File: src/core/tazi_consts.svh
// Constants of the trip alarm and zone interlock block.
// Assumes a 50 MHz system clock and a 1 ms qualification tick.
`ifndef TAZI_CONSTS_SVH
`define TAZI_CONSTS_SVH
`define TAZI_CLK_NS       20
`define TAZI_TICK_NS      1000000
`define TAZI_ALARM_MS     16'hea60
`define TAZI_HOLD_MS      16'h0032
`define TAZI_MCR_HC       8'h0c
`define TAZI_IHOLD_HC_A   8'h06
`define TAZI_ITRIP_HC_A   8'h07
`define TAZI_IHOLD_HC_B   8'h09
`define TAZI_ITRIP_HC_B   8'h09
`define TAZI_SP_BASE      16'h01f4
`define TAZI_SP_STEP      16'h0032
`define TAZI_SP_MAX_CODE  4'ha
`define TAZI_PCT_HUNDRED  32'h0000_0064
`define TAZI_PCT_HSO      8'h6b
`define TAZI_PCT_HSO_ALT  8'h62
`define TAZI_PCT_SHIFT    8'h7b
`define TAZI_PCT_OUT      8'h51
`define TAZI_ADR_CTRL     8'h00
`define TAZI_ADR_ALM0     8'h04
`define TAZI_ADR_ALM1     8'h08
`define TAZI_ADR_STAT     8'h0c
`define TAZI_ADR_RATE     8'h10
`define TAZI_ADR_PICK     8'h14
`define TAZI_CTRL_RST     16'h0000
`define TAZI_SP_RST       8'h00
`define TAZI_PIN_SETTLE   3'h4
`endif

File: src/core/tazi_pkg.sv
// Types of the trip alarm and zone interlock block.
// Constants live in tazi_consts.svh.
package tazi_pkg;
    typedef struct packed {
        logic [4:0] pad;
        logic [1:0] alm_out_map;
        logic       gf_out_map;
        logic       adj_inst_off;
        logic       std_second;
        logic       thr_en;
        logic       inst_opt;
        logic       variant;
        logic       part_inst;
        logic       part_st;
        logic       part_gf;
    } tazi_ctrl_t;
    typedef struct packed {
        logic [3:0] off_code;
        logic [3:0] on_code;
    } tazi_sp_t;
    typedef struct packed {
        logic [7:0] sensor;
        logic [5:0] interruption;
        logic [1:0] poles;
    } tazi_bim_t;
    typedef enum logic [1:0] {TAZI_BIM_WAIT, TAZI_BIM_DONE} tazi_bim_st_t;
endpackage : tazi_pkg

File: src/core/tazi_core.sv
// Alarm qualification, zone interlock restraint, override thresholds and module check.
// Assumes a classic Wishbone master and element pickups on the same clock.
//
// The implementer's own choices: the address map and the Wishbone slave port.
`timescale 1ns/1ps
`include "tazi_consts.svh"
module tazi_core #(
    parameter int TICK_CYCLES = `TAZI_TICK_NS / `TAZI_CLK_NS
) (
    // Clock and reset
    input  wire logic                 CLK,
    input  wire logic                 RST,
    // Wishbone slave
    input  wire logic                 WB_CYC_I,
    input  wire logic                 WB_STB_I,
    input  wire logic                 WB_WE_I,
    input  wire logic [7:0]           WB_ADR_I,
    input  wire logic [3:0]           WB_SEL_I,
    input  wire logic [31:0]          WB_DAT_I,
    output logic      [31:0]          WB_DAT_O,
    output logic                      WB_ACK_O,
    // Measurement front end and elements
    input  wire logic                 HALF_CYCLE_TICK,
    input  wire logic [15:0]          PHASE_CUR_MAX,
    input  wire logic [15:0]          FAULT_CUR,
    input  wire logic                 GF_ALARM_PICKUP,
    input  wire logic                 GF_PICKUP,
    input  wire logic                 ST_PICKUP,
    input  wire logic                 INST_PICKUP,
    // Pins
    input  wire logic                 ZONE_INTERLOCK_IN,
    input  wire logic                 BREAKER_CLOSED,
    input  wire logic                 BATTERY_POWER,
    // Breaker info module and memory
    input  wire logic                 BIM_VALID,
    input  wire tazi_pkg::tazi_bim_t  BIM_DATA,
    input  wire logic                 NV_MARRIED,
    input  wire tazi_pkg::tazi_bim_t  NV_DATA,
    output logic                      NV_WRITE,
    output tazi_pkg::tazi_bim_t       NV_WDATA,
    // Indications and protection controls
    output logic                      GF_ALARM_OUT,
    output logic [1:0]                CUR_ALARM_OUT,
    output logic                      RESTRAIN_GF,
    output logic                      RESTRAIN_ST,
    output logic                      RESTRAIN_INST,
    output logic                      INST_BLOCK,
    output logic                      INST_TRIP,
    output logic                      ZONE_INTERLOCK_OUT,
    output logic [15:0]               PICKUP_EFF,
    output logic [15:0]               OVERRIDE_THRESH,
    output logic                      OVERRIDE_EN,
    output logic                      MCR_ACTIVE,
    output logic                      BIM_ERROR
);
    import tazi_pkg::*;

    function automatic logic [15:0] sp_permil(input logic [3:0] code);
        sp_permil = 16'(`TAZI_SP_BASE + `TAZI_SP_STEP * {12'h000, code});
    endfunction : sp_permil

    function automatic logic [15:0] scale_pct(input logic [15:0] v, input logic [7:0] pct);
        scale_pct = 16'((32'(v) * 32'(pct)) / `TAZI_PCT_HUNDRED);
    endfunction : scale_pct

    tazi_ctrl_t      ctrl_r;
    tazi_sp_t        sp_r [2];
    logic [15:0]     withstand_r;
    logic [15:0]     short_circ_r;
    logic [15:0]     pickup_r;
    logic [15:0]     mcr_thresh_r;
    logic            cfg_reject_r;
    logic            wb_req;
    logic [31:0]     wmask;
    logic [31:0]     wdat;
    logic [31:0]     rdat;
    logic [2:0]      pin_raw;
    logic [2:0]      pin_s1_r;
    logic [2:0]      pin_s2_r;
    logic [2:0]      pin_s3_r;
    logic [2:0]      pin_r;
    logic            zi_in;
    logic            closed_in;
    logic            batt_in;
    logic            zi_prev_r;
    logic            closed_prev_r;
    logic [15:0]     tick_cnt_r;
    logic            ms_tick_r;
    logic [15:0]     alm_cnt_r [2];
    logic [1:0]      alm_act_r;
    logic            restrained_r;
    logic [15:0]     hold_cnt_r;
    logic            pick_prev_r;
    logic            part_pick;
    logic            thr_ok;
    logic            inst_part;
    logic [7:0]      ihc_cnt_r;
    logic            ihold_r;
    logic [7:0]      ihold_hc;
    logic [7:0]      itrip_hc;
    logic [7:0]      mcr_cnt_r;
    logic            mcr_act_r;
    tazi_bim_st_t    bim_st_r;
    logic [2:0]      settle_r;

    assign wb_req   = WB_CYC_I && WB_STB_I && !WB_ACK_O;
    assign pin_raw  = {BATTERY_POWER, BREAKER_CLOSED, ZONE_INTERLOCK_IN};
    assign zi_in    = pin_r[0];
    assign closed_in = pin_r[1];
    assign batt_in  = pin_r[2];
    // Threshold mode only exists with the instantaneous option
    assign thr_ok   = ctrl_r.thr_en && ctrl_r.inst_opt;
    assign inst_part = ctrl_r.part_inst && ctrl_r.inst_opt;
    assign part_pick = (ctrl_r.part_gf && GF_PICKUP) || (ctrl_r.part_st && ST_PICKUP)
                     || (inst_part && INST_PICKUP);
    assign ihold_hc = ctrl_r.variant ? `TAZI_IHOLD_HC_B : `TAZI_IHOLD_HC_A;
    assign itrip_hc = ctrl_r.variant ? `TAZI_ITRIP_HC_B : `TAZI_ITRIP_HC_A;

    always_comb
    begin
        wmask = {{8{WB_SEL_I[3]}}, {8{WB_SEL_I[2]}}, {8{WB_SEL_I[1]}}, {8{WB_SEL_I[0]}}};
        wdat  = 32'h0000_0000;
        case (WB_ADR_I)
            `TAZI_ADR_CTRL: wdat = {16'h0000, ctrl_r};
            `TAZI_ADR_ALM0: wdat = {24'h00_0000, sp_r[0]};
            `TAZI_ADR_ALM1: wdat = {24'h00_0000, sp_r[1]};
            `TAZI_ADR_RATE: wdat = {short_circ_r, withstand_r};
            `TAZI_ADR_PICK: wdat = {mcr_thresh_r, pickup_r};
            default:        wdat = 32'h0000_0000;
        endcase
        wdat = (wdat & ~wmask) | (WB_DAT_I & wmask);
    end

    always_comb
    begin
        case (WB_ADR_I)
            `TAZI_ADR_CTRL: rdat = {16'h0000, ctrl_r};
            `TAZI_ADR_ALM0: rdat = {24'h00_0000, sp_r[0]};
            `TAZI_ADR_ALM1: rdat = {24'h00_0000, sp_r[1]};
            `TAZI_ADR_STAT: rdat = {24'h00_0000, cfg_reject_r, BIM_ERROR, mcr_act_r, restrained_r,
                                    ZONE_INTERLOCK_OUT, GF_ALARM_PICKUP, alm_act_r};
            `TAZI_ADR_RATE: rdat = {short_circ_r, withstand_r};
            `TAZI_ADR_PICK: rdat = {mcr_thresh_r, pickup_r};
            default:        rdat = 32'h0000_0000;
        endcase
    end

    // Bus answer: ack one cycle after the request, write takes effect on that edge
    always_ff @(posedge CLK or posedge RST)
    begin
        if (RST)
        begin
            WB_ACK_O <= 1'b0;
            WB_DAT_O <= 32'h0000_0000;
        end
        else
        begin
            WB_ACK_O <= wb_req;
            WB_DAT_O <= (wb_req && !WB_WE_I) ? rdat : 32'h0000_0000;
        end
    end

    // Restrained bands live in the element logic; only the pickup is shifted here
    always_ff @(posedge CLK or posedge RST)
    begin
        if (RST)
        begin
            ctrl_r       <= tazi_ctrl_t'(`TAZI_CTRL_RST);
            sp_r[0]      <= tazi_sp_t'(`TAZI_SP_RST);
            sp_r[1]      <= tazi_sp_t'(`TAZI_SP_RST);
            withstand_r  <= 16'h0000;
            short_circ_r <= 16'h0000;
            pickup_r     <= 16'h0000;
            mcr_thresh_r <= 16'h0000;
            cfg_reject_r <= 1'b0;
        end
        else if (wb_req && WB_WE_I)
        begin
            case (WB_ADR_I)
                `TAZI_ADR_CTRL: ctrl_r <= tazi_ctrl_t'({5'h00, wdat[10:0]});
                `TAZI_ADR_ALM0, `TAZI_ADR_ALM1:
                begin
                    // Out of range codes or OFF above ON leave the old setting
                    if (wdat[3:0] > `TAZI_SP_MAX_CODE || wdat[7:4] > wdat[3:0])
                        cfg_reject_r <= 1'b1;
                    else
                    begin
                        cfg_reject_r <= 1'b0;
                        sp_r[WB_ADR_I[3]] <= tazi_sp_t'(wdat[7:0]);
                    end
                end
                `TAZI_ADR_RATE:
                begin
                    withstand_r  <= wdat[15:0];
                    short_circ_r <= wdat[31:16];
                end
                `TAZI_ADR_PICK:
                begin
                    pickup_r     <= wdat[15:0];
                    mcr_thresh_r <= wdat[31:16];
                end
                default: ;
            endcase
        end
    end

    // Pin synchronisers; a level counts once stages two and three agree
    generate
        for (genvar p = 0; p < 3; p++)
        begin : g_pin
            always_ff @(posedge CLK or posedge RST)
            begin
                if (RST)
                begin
                    pin_s1_r[p] <= 1'b0;
                    pin_s2_r[p] <= 1'b0;
                    pin_s3_r[p] <= 1'b0;
                    pin_r[p]    <= 1'b0;
                end
                else
                begin
                    pin_s1_r[p] <= pin_raw[p];
                    pin_s2_r[p] <= pin_s1_r[p];
                    pin_s3_r[p] <= pin_s2_r[p];
                    if (pin_s2_r[p] == pin_s3_r[p])
                        pin_r[p] <= pin_s3_r[p];
                end
            end
        end
    endgenerate

    // Millisecond tick from the system clock
    always_ff @(posedge CLK or posedge RST)
    begin
        if (RST)
        begin
            tick_cnt_r <= 16'h0000;
            ms_tick_r  <= 1'b0;
        end
        else
        begin
            ms_tick_r  <= (tick_cnt_r == 16'(TICK_CYCLES - 1));
            tick_cnt_r <= (tick_cnt_r == 16'(TICK_CYCLES - 1)) ? 16'h0000 : 16'(tick_cnt_r + 16'h0001);
        end
    end

    // Current alarms: indication only, nothing here reaches a trip
    generate
        for (genvar a = 0; a < 2; a++)
        begin : g_alm
            always_ff @(posedge CLK or posedge RST)
            begin
                if (RST)
                begin
                    alm_cnt_r[a] <= 16'h0000;
                    alm_act_r[a] <= 1'b0;
                end
                else if (alm_cnt_r[a] > `TAZI_ALARM_MS)
                begin
                    alm_act_r[a] <= !alm_act_r[a];
                    alm_cnt_r[a] <= 16'h0000;
                end
                else if (!alm_act_r[a] ? (PHASE_CUR_MAX > sp_permil(sp_r[a].on_code))
                                       : (PHASE_CUR_MAX < sp_permil(sp_r[a].off_code)))
                begin
                    if (ms_tick_r)
                        alm_cnt_r[a] <= 16'(alm_cnt_r[a] + 16'h0001);
                end
                else
                    alm_cnt_r[a] <= 16'h0000;
            end
        end
    endgenerate

    always_ff @(posedge CLK or posedge RST)
    begin
        if (RST)
        begin
            GF_ALARM_OUT  <= 1'b0;
            CUR_ALARM_OUT <= 2'b00;
        end
        else
        begin
            GF_ALARM_OUT  <= GF_ALARM_PICKUP && ctrl_r.gf_out_map;
            CUR_ALARM_OUT <= alm_act_r & ctrl_r.alm_out_map;
        end
    end

    // Restraint decided at pickup entry, held 50 ms after the input drops
    always_ff @(posedge CLK or posedge RST)
    begin
        if (RST)
        begin
            restrained_r <= 1'b0;
            hold_cnt_r   <= 16'h0000;
            pick_prev_r  <= 1'b0;
        end
        else
        begin
            pick_prev_r <= part_pick;
            if (!restrained_r)
            begin
                hold_cnt_r <= 16'h0000;
                if (part_pick && !pick_prev_r && zi_in)
                    restrained_r <= 1'b1;
            end
            else if (zi_in)
                hold_cnt_r <= 16'h0000;
            else if (hold_cnt_r >= `TAZI_HOLD_MS)
                restrained_r <= 1'b0;
            else if (ms_tick_r)
                hold_cnt_r <= 16'(hold_cnt_r + 16'h0001);
        end
    end

    always_ff @(posedge CLK or posedge RST)
    begin
        if (RST)
        begin
            RESTRAIN_GF        <= 1'b0;
            RESTRAIN_ST        <= 1'b0;
            RESTRAIN_INST      <= 1'b0;
            ZONE_INTERLOCK_OUT <= 1'b0;
            PICKUP_EFF         <= 16'h0000;
        end
        else
        begin
            RESTRAIN_GF   <= restrained_r && ctrl_r.part_gf;
            RESTRAIN_ST   <= restrained_r && ctrl_r.part_st;
            RESTRAIN_INST <= restrained_r && inst_part;
            if (thr_ok)
                ZONE_INTERLOCK_OUT <= FAULT_CUR > scale_pct(pickup_r, `TAZI_PCT_OUT);
            else
                ZONE_INTERLOCK_OUT <= GF_PICKUP || ST_PICKUP || INST_PICKUP;
            // Shift applies to short time and instantaneous, never ground fault
            PICKUP_EFF <= (thr_ok && restrained_r) ? scale_pct(pickup_r, `TAZI_PCT_SHIFT) : pickup_r;
        end
    end

    // Instantaneous hold-off counted in half cycles from the input's arrival
    always_ff @(posedge CLK or posedge RST)
    begin
        if (RST)
        begin
            zi_prev_r  <= 1'b0;
            ihold_r    <= 1'b0;
            ihc_cnt_r  <= 8'h00;
            INST_BLOCK <= 1'b0;
            INST_TRIP  <= 1'b0;
        end
        else
        begin
            zi_prev_r <= zi_in;
            INST_TRIP <= 1'b0;
            if (zi_in && !zi_prev_r && inst_part)
            begin
                ihold_r   <= 1'b1;
                ihc_cnt_r <= 8'h00;
            end
            else if (ihold_r && HALF_CYCLE_TICK)
            begin
                ihc_cnt_r <= 8'(ihc_cnt_r + 8'h01);
                if (8'(ihc_cnt_r + 8'h01) == itrip_hc)
                begin
                    ihold_r   <= 1'b0;
                    INST_TRIP <= INST_PICKUP;
                end
            end
            INST_BLOCK <= ihold_r && (ihc_cnt_r < ihold_hc);
        end
    end

    // Making-current window from closing for six cycles
    always_ff @(posedge CLK or posedge RST)
    begin
        if (RST)
        begin
            closed_prev_r <= 1'b0;
            mcr_act_r     <= 1'b0;
            mcr_cnt_r     <= 8'h00;
        end
        else
        begin
            closed_prev_r <= closed_in;
            if (closed_in && !closed_prev_r)
            begin
                mcr_act_r <= 1'b1;
                mcr_cnt_r <= 8'h00;
            end
            else if (mcr_act_r && HALF_CYCLE_TICK)
            begin
                mcr_cnt_r <= 8'(mcr_cnt_r + 8'h01);
                if (mcr_cnt_r == 8'(`TAZI_MCR_HC - 8'h01))
                    mcr_act_r <= 1'b0;
            end
        end
    end

    always_ff @(posedge CLK or posedge RST)
    begin
        if (RST)
        begin
            MCR_ACTIVE      <= 1'b0;
            OVERRIDE_EN     <= 1'b0;
            OVERRIDE_THRESH <= 16'h0000;
        end
        else
        begin
            MCR_ACTIVE <= mcr_act_r;
            if (mcr_act_r)
            begin
                OVERRIDE_EN     <= 1'b1;
                OVERRIDE_THRESH <= mcr_thresh_r;
            end
            else
            begin
                OVERRIDE_EN     <= withstand_r != short_circ_r;
                OVERRIDE_THRESH <= scale_pct(withstand_r, (ctrl_r.std_second && ctrl_r.adj_inst_off)
                                             ? `TAZI_PCT_HSO_ALT : `TAZI_PCT_HSO);
            end
        end
    end

    // Filtered pins read low until the filter fills; a battery start must not look external
    always_ff @(posedge CLK or posedge RST)
    begin
        if (RST)
            settle_r <= 3'h0;
        else if (settle_r != `TAZI_PIN_SETTLE)
            settle_r <= 3'(settle_r + 3'h1);
    end

    // Module check: one look per power-up, none on battery
    always_ff @(posedge CLK or posedge RST)
    begin
        if (RST)
        begin
            bim_st_r  <= TAZI_BIM_WAIT;
            BIM_ERROR <= 1'b0;
            NV_WRITE  <= 1'b0;
            NV_WDATA  <= '0;
        end
        else
        begin
            NV_WRITE <= 1'b0;
            case (bim_st_r)
                TAZI_BIM_WAIT:
                begin
                    if (BIM_VALID && !batt_in && settle_r == `TAZI_PIN_SETTLE)
                    begin
                        bim_st_r <= TAZI_BIM_DONE;
                        if (!NV_MARRIED)
                        begin
                            NV_WRITE <= 1'b1;
                            NV_WDATA <= BIM_DATA;
                        end
                        else
                            BIM_ERROR <= BIM_DATA != NV_DATA;
                    end
                end
                TAZI_BIM_DONE: bim_st_r <= TAZI_BIM_DONE;
                default:       bim_st_r <= TAZI_BIM_WAIT;
            endcase
        end
    end
endmodule : tazi_core

File: config.mk
export PLATFORM = sky130hd
export DESIGN_NAME = tazi_core
export DESIGN_NICKNAME = d
export VERILOG_FILES = /design/src/core/tazi_pkg.sv /design/src/core/tazi_core.sv
export VERILOG_INCLUDE_DIRS = /design/src /design/src/core
export SDC_FILE = /design/constraint.sdc
export NUM_CORES = 2
export LEC_CHECK = 0
export BUFFER_PORTS_ARGS = -buffer_cell sky130_fd_sc_hd__buf_4
export CORE_ASPECT_RATIO = 0.6
export CORE_MARGIN = 2
export CORE_UTILIZATION = 35
export DETAILED_ROUTE_END_ITERATION = 10
export GPL_ROUTABILITY_DRIVEN = 0
export PLACE_DENSITY = 0.48
export SLEW_MARGIN = 20
export SYNTH_ARGS = -nofsm -noshare
export SYNTH_HDL_FRONTEND = slang
export SYNTH_SLANG_ARGS = --single-unit
File: constraint.sdc
create_clock -name CLK -period 47.6 [get_ports CLK]
set_clock_uncertainty 0.05 [all_clocks]
set_input_delay 4.76 -clock CLK [delete_from_list [all_inputs] [get_ports CLK]]
set_output_delay 4.76 -clock CLK [all_outputs]
set_load 0.01 [all_outputs]
# Word level (Yosys, flattened, before mapping)
# Cells that the tools add are included.
classes:
  n_lt_le_gt_ge: 13
  eq_ne: 21
  bitwise_logic: 8
  add_sub_neg: 11
  n_div: 3
  n_mul: 7
  muxes: 49
  reduce_logical: 56
op_table:
  columns: ["op", "n"]
  rows:
  - ["2-to-1 mux 16 bit", 13]
  - ["case mux 32 bit (6 select lines)", 1]
  - ["case mux 32 bit (5 select lines)", 1]
  - ["adder 16 x 1 -> 16 bit, second input constant", 4]
  - ["AND 32 bit", 2]
  - ["divider 23 x 7 -> 32 bit, second input constant", 2]
  - ["multiplier 16 x 7 -> 23 bit, second input constant", 2]
  - ["adder 9 x 10 -> 11 bit, first input constant", 4]
  - ["2-to-1 mux 8 bit", 5]
  - ["multiplier 5 x 4 -> 9 bit, first input constant", 4]
  - ["divider 24 x 7 -> 32 bit, second input constant", 1]
  - ["greater-than comparator 16 x 11 -> 1 bit", 2]
  - ["greater-than comparator 16 bit, second input constant", 2]
  - ["less-than comparator 16 x 11 -> 1 bit", 2]
  - ["2-to-1 mux 32 bit", 1]
  - ["!= test 16 bit", 2]
  - ["inverter 32 bit", 1]
  - ["bitwise OR 32 bit", 1]
  - ["logical AND 1 bit", 26]
  - ["== test 8 x 4 -> 1 bit, second input constant", 3]
  - ["multiplier 16 x 7 -> 23 bit", 1]
  - ["2-to-1 mux 1 bit", 21]
  - ["adder 8 x 1 -> 8 bit, second input constant", 2]
  - ["bitwise mux 16 bit", 1]
  - ["other kinds (32)", 64]
totals:
  in_bits: 123
  register_bits: 292

# Longest topological paths before layout
logic_depth:
  depth_word: 8
  mapped_depth: 101

# Least setup slack after synthesis
# Ideal clock, no wire load.
synth_path:
  kind: "register to register"
  startpoint: "reg pickup_r[6]"
  endpoint: "reg ZONE_INTERLOCK_OUT"
  required_time_ns: 47.468
  path_stages_with_launch: 90
  period_less_slack_ns: 19.435
  t_arrival_ns: 19.303
  slack_ns: 28.165
  cell_sequence: "dfrtp_1 ha_1 ha_1 ha_1 inv_1 fa_1 inv_1 ha_1 nand3_1 o221a_2 xnor2_1 or4b_1 or4_1 a311o_1 xnor2_2 nor4_2 o21ai_1 xnor2_1 [... 54 more ...] buf_2 nor3_1 a311oi_1 a32oi_1 and3_1 a21oi_1 a21oi_1 nor2_1 o221ai_1 ha_1 nor2b_1 o21ai_0 nand2b_1 a21oi_1 o21ai_0 a21oi_1 a22o_1 a31oi_1"
synth_between:
  elab_chain_len: 4
synth_lines:
  columns: ["element", "line_no", "source"]
  rows:
  - ["start, declared", "tazi_core.sv:70", "logic [15:0] pickup_r;"]
  - ["start signal, assigned", "tazi_core.sv:199", "pickup_r <= wdat[15:0];"]
  - ["multiplier 16 x 7 -> 23 bit", "tazi_core.sv:63", "scale_pct = 16'((32'(v) * 32'(pct)) / `TAZI_PCT_HUNDRED);"]
  - ["divider 23 x 7 -> 32 bit (no source line)", null, null]
  - ["greater-than comparator 16 bit", "tazi_core.sv:332", "ZONE_INTERLOCK_OUT <= FAULT_CUR > scale_pct(pickup_r, `TAZI_PCT_OUT);"]
  - ["2-to-1 mux 1 bit", "tazi_core.sv:331", "if (thr_ok)"]
  - ["end signal, assigned", "tazi_core.sv:332", null]
  - ["end signal, assigned", "tazi_core.sv:334", "ZONE_INTERLOCK_OUT <= GF_PICKUP || ST_PICKUP || INST_PICKUP;"]
  - ["end, declared", "tazi_core.sv:49", "output logic ZONE_INTERLOCK_OUT,"]
# No other way between the ends.
# A chain may end at the register's enable or synchronous reset.

# Final worst setup path
# Same ends and word-level chain as after synthesis.

==> out/results.txt <==
Status - finished, final reports clean
Initial Util - 35.4%
Die Wd - 421 um
Util after Layout - 39.5%
Global route overflow - 0
Async SR Flop Fraction - 100%
Drt initial violations - 3,975
First-pass GRT wire length - 197,000 um
FF-to-FF End - ZONE_INTERLOCK_OUT
Sinks on Clock Net - 291
EDFF count, synth - 0
Req. time, crit path - 48.05 ns
Ports - 217
Flop-to-flop setup slack - 20.80 ns
DRC viols - 0
Routed wire length per instance - 21.0 um
Die ar. - 107,000 um^2
Number of library cell types mapped by synthesis - 121
Worst vdd ir - 0.0485 mV
Initial antenna violation count - 2
Post-DP HPWL - 103,000 um
Filler instances - 10,700
Synth top area share - 20.0%
Post-Syn Area - 36,500 um^2
Max-slew violations - 0
Critical Path End Type - flop
Ys Warns - 0
Die height - 254 um
Unrepaired setup endpoints after global routing - no
Type of the worst min-delay path - reg2reg
Post-DRT Antenna Nets - 0
Num CTS Buffers - 34
Routed met2 length - 46,100 um
Core footprint - 103,000 um^2
Final Hold Viols - 0
Synth area leaders - dfrtp_1, ha_1, xnor2_1, fa_1, nor2_1
Post-cts hold buffer count - 0
Yosys reg bits - 291
Drt pass-1 iters - 8
Hold path startpoint - pin_s1_r[2]
Worst path arrival time - 27.25 ns
Via count - 35,500
CP Max Fanout - 18
PostCTS Resize Cnt - 0
Actual slew at the worst max-slew pin - 1.14 ns
Met1 WL - 68,300 um
Slew headroom - 23.8%
Top layer used by detailed routing - met4
Min-Delay Endpoint - pin_s2_r[2]
Slowest Stage Delay on Critical Path - 0.91 ns
Clock Tree Buf Depth - 3
Dominant synthesized flop cell - dfrtp_1
Worst skew pair latency - 0.59 ns
CTS H-tree lvls - 2
Final nets - 5,222
Clock transition at path regs - 0.07 ns
Vias in the first global route - 32,200
Net Count, Synth - 5,101
Rows - 91
TNS Setup - 0 ns
Setup bufs post-CTS - 0
Setup-failing EPs final - 0
GRT Total Usage - 23.5%
Reg-to-reg startpoint - pickup_r[6]
Startpoint Class - flop
Met3 WL - 11,800 um
WL final - 129,000 um
Total of max-cap violations - 0
Layout cells sized above 1 - 11.1%
Area delta synth->final - 11.5%
Power Dens Cells - 32.1 nW/um^2
Root Buffer - clkbuf_16
Leakage - 0.0182 uW
Achievable frequency - 37.3 MHz
Cells on worst reg2reg path - 78
Syn_area_per_cell - 7.96 um^2
Vias/cell - 5.79
Hold depth - 0
Largest net degree at the start of global routing - 91
CTS tree - done
Post-layout min period - 26.80 ns
Port-buffer cells - 216
WS Path Type - reg2reg
Fin crit share - 56.3%
Gate Count Post-Synth - 4,585
Leading area contributor after synthesis - dfrtp_1
Slowest cell on crit path - o21bai_1
Seq/Total Area, Yosys - 20.0%
==> power breakdown <==
| part | switching [uW] | internal [uW] | leakage (uW) | total (uW) |
|---|---|---|---|---|
| Sequential | 4.62 | 253 | 0.00394 | 257 |
| Clock | 119 | 156 | 0.000549 | 275 |
| Combinational | 492 | 281 | 0.0137 | 774 |
==> critical path, delay by kind of cell (launching register included) <==
kind / cells / cell delay, ns
AOI/OAI and AO/OA: 43 / 13.93
and+or+nand+nor: 17 / 5.48
xor gates and xnor gates: 4 / 2.38
adders and majority gates: 6 / 1.96
buffers and inverters: 6 / 1.14
muxes: 2 / 1.00
DFF: 1 / 0.73
==> state kept, by name, indices dropped and copies added, names as in the netlist, 3 cells and up <==
signal,flops
mcr_cnt_r,8
tick_cnt_r,16
alm_cnt_r,32
pickup_r,16
PICKUP_EFF,16
withstand_r,16
pin_s3_r,3
ihc_cnt_r,8
sp_r,16
NV_WDATA,16
hold_cnt_r,16
ctrl_r,11
settle_r,3
WB_DAT_O,32
pin_s1_r,3
OVERRIDE_THRESH,16
short_circ_r,16
mcr_thresh_r,16
pin_s2_r,3
==> cell usage after synthesis (16+ instances only) <==
master / number
nor2_1: 441
nand2_1: 421
ha_1: 295
o21ai_0: 292
dfrtp_1: 291
a21oi_1: 264
xnor2_1: 251
inv_1: 218
nand3_1: 174
nor3_1: 147
clkbuf_1: 141
xor2_1: 108
fa_1: 98
mux2_2: 84
a31oi_1: 73
and2_1: 67
o211ai_1: 67
nand4_1: 63
nand2b_1: 60
mux2i_1: 57
and3_1: 53
a21o_1: 43
nor4_1: 43
o21a_1: 43
a211oi_1: 42
nor2b_1: 42
or3_1: 42
o21ai_1: 32
o31ai_1: 32
o2111ai_1: 29
maj3_1: 24
a211o_1: 21
a22oi_1: 21
o21bai_1: 20
o22ai_1: 20
or2_2: 20
a311oi_1: 19
a31o_2: 19
a21boi_0: 18
or4_1: 17
buf_2: 16
==> final cells by class <==
class | instances | area [um^2] | area share, %
repair buffers | 256 | 1930 | 4.73
clock buffers | 43 | 935 | 2.30
multi-input cells | 3891 | 27700 | 68.1
inverters | 232 | 880 | 2.16
flip-flops and latches | 291 | 7280 | 17.9
diodes | 3 | 7.51 | 0.0185
clock inverters | 14 | 194 | 0.477
well taps | 1395 | 1750 | 4.29
==> cell usage in the layout, fill, tap and decap left out, drive strengths merged, types with 24 or more instances in the layout <==
cell	instances
mux2i	57
nor4	49
xnor2	258
a21oi	267
a21o	43
nand2	422
o211ai	69
nor2	443
nor2b	42
fa	98
inv	232
dfrtp	291
buf	256
a31oi	75
nor3	151
o21a	43
or2	30
or3	42
xor2	110
and3	53
mux2	91
nand2b	61
nand3	174
o2111ai	29
o31ai	34
maj3	24
nand4	64
a211oi	47
ha	295
and2	69
o21ai	325
clkbuf	43
==> metal layers <==
layer  up-vias  GRT usage (%)
li1      17100              -
met1     16800           39.1
met2      1436           29.0
met3       111           5.63
met4         0           4.32
met5         -              0
==> through the flow <==
stage	hold WS (ns)	total power, uW	setup WS, ns	cells	cell area [um^2]
after floorplan	0.281	847	28.17	4585	36500
after global placement	0.282	1020	22.35	6065	39500
after global routing	0.300	1400	18.94	6124	40700
after CTS	0.298	1300	21.50	6122	40600
final	0.297	1310	20.80	6125	40700
after detailed placement	0.285	1010	21.55	6065	39500
==> cells by family (layout without fill, tap and decap cells) <==
kind of cell	Yosys count	count (layout)	synth area share [%]
AND/OR/NAND/NOR	1683	1683	22.6
AO/OA/AOI/OAI	1275	1275	23.6
adder cells (fa/ha/maj)	417	417	16.1
buffers and inverters	403	545	4.28
XOR/XNOR	368	368	9.02
flip-flops	291	291	20.0
multiplexers	148	148	4.38
other	0	3	0
==> worst max-delay path by stage <==
stage | cells after the start | slack, ns | end | startpoint
final | 78 | 20.80 | ZONE_INTERLOCK_OUT | pickup_r[6]
after global routing | 79 | 18.94 | ZONE_INTERLOCK_OUT | pickup_r[6]
after CTS | 80 | 21.50 | ZONE_INTERLOCK_OUT | pickup_r[6]
after detailed placement | 80 | 21.55 | ZONE_INTERLOCK_OUT | pickup_r[6]
after global placement | 81 | 22.35 | ZONE_INTERLOCK_OUT | pickup_r[6]
after floorplan | 89 | 28.17 | ZONE_INTERLOCK_OUT | pickup_r[6]
Note: power is estimated with default switching activity, not from simulation.
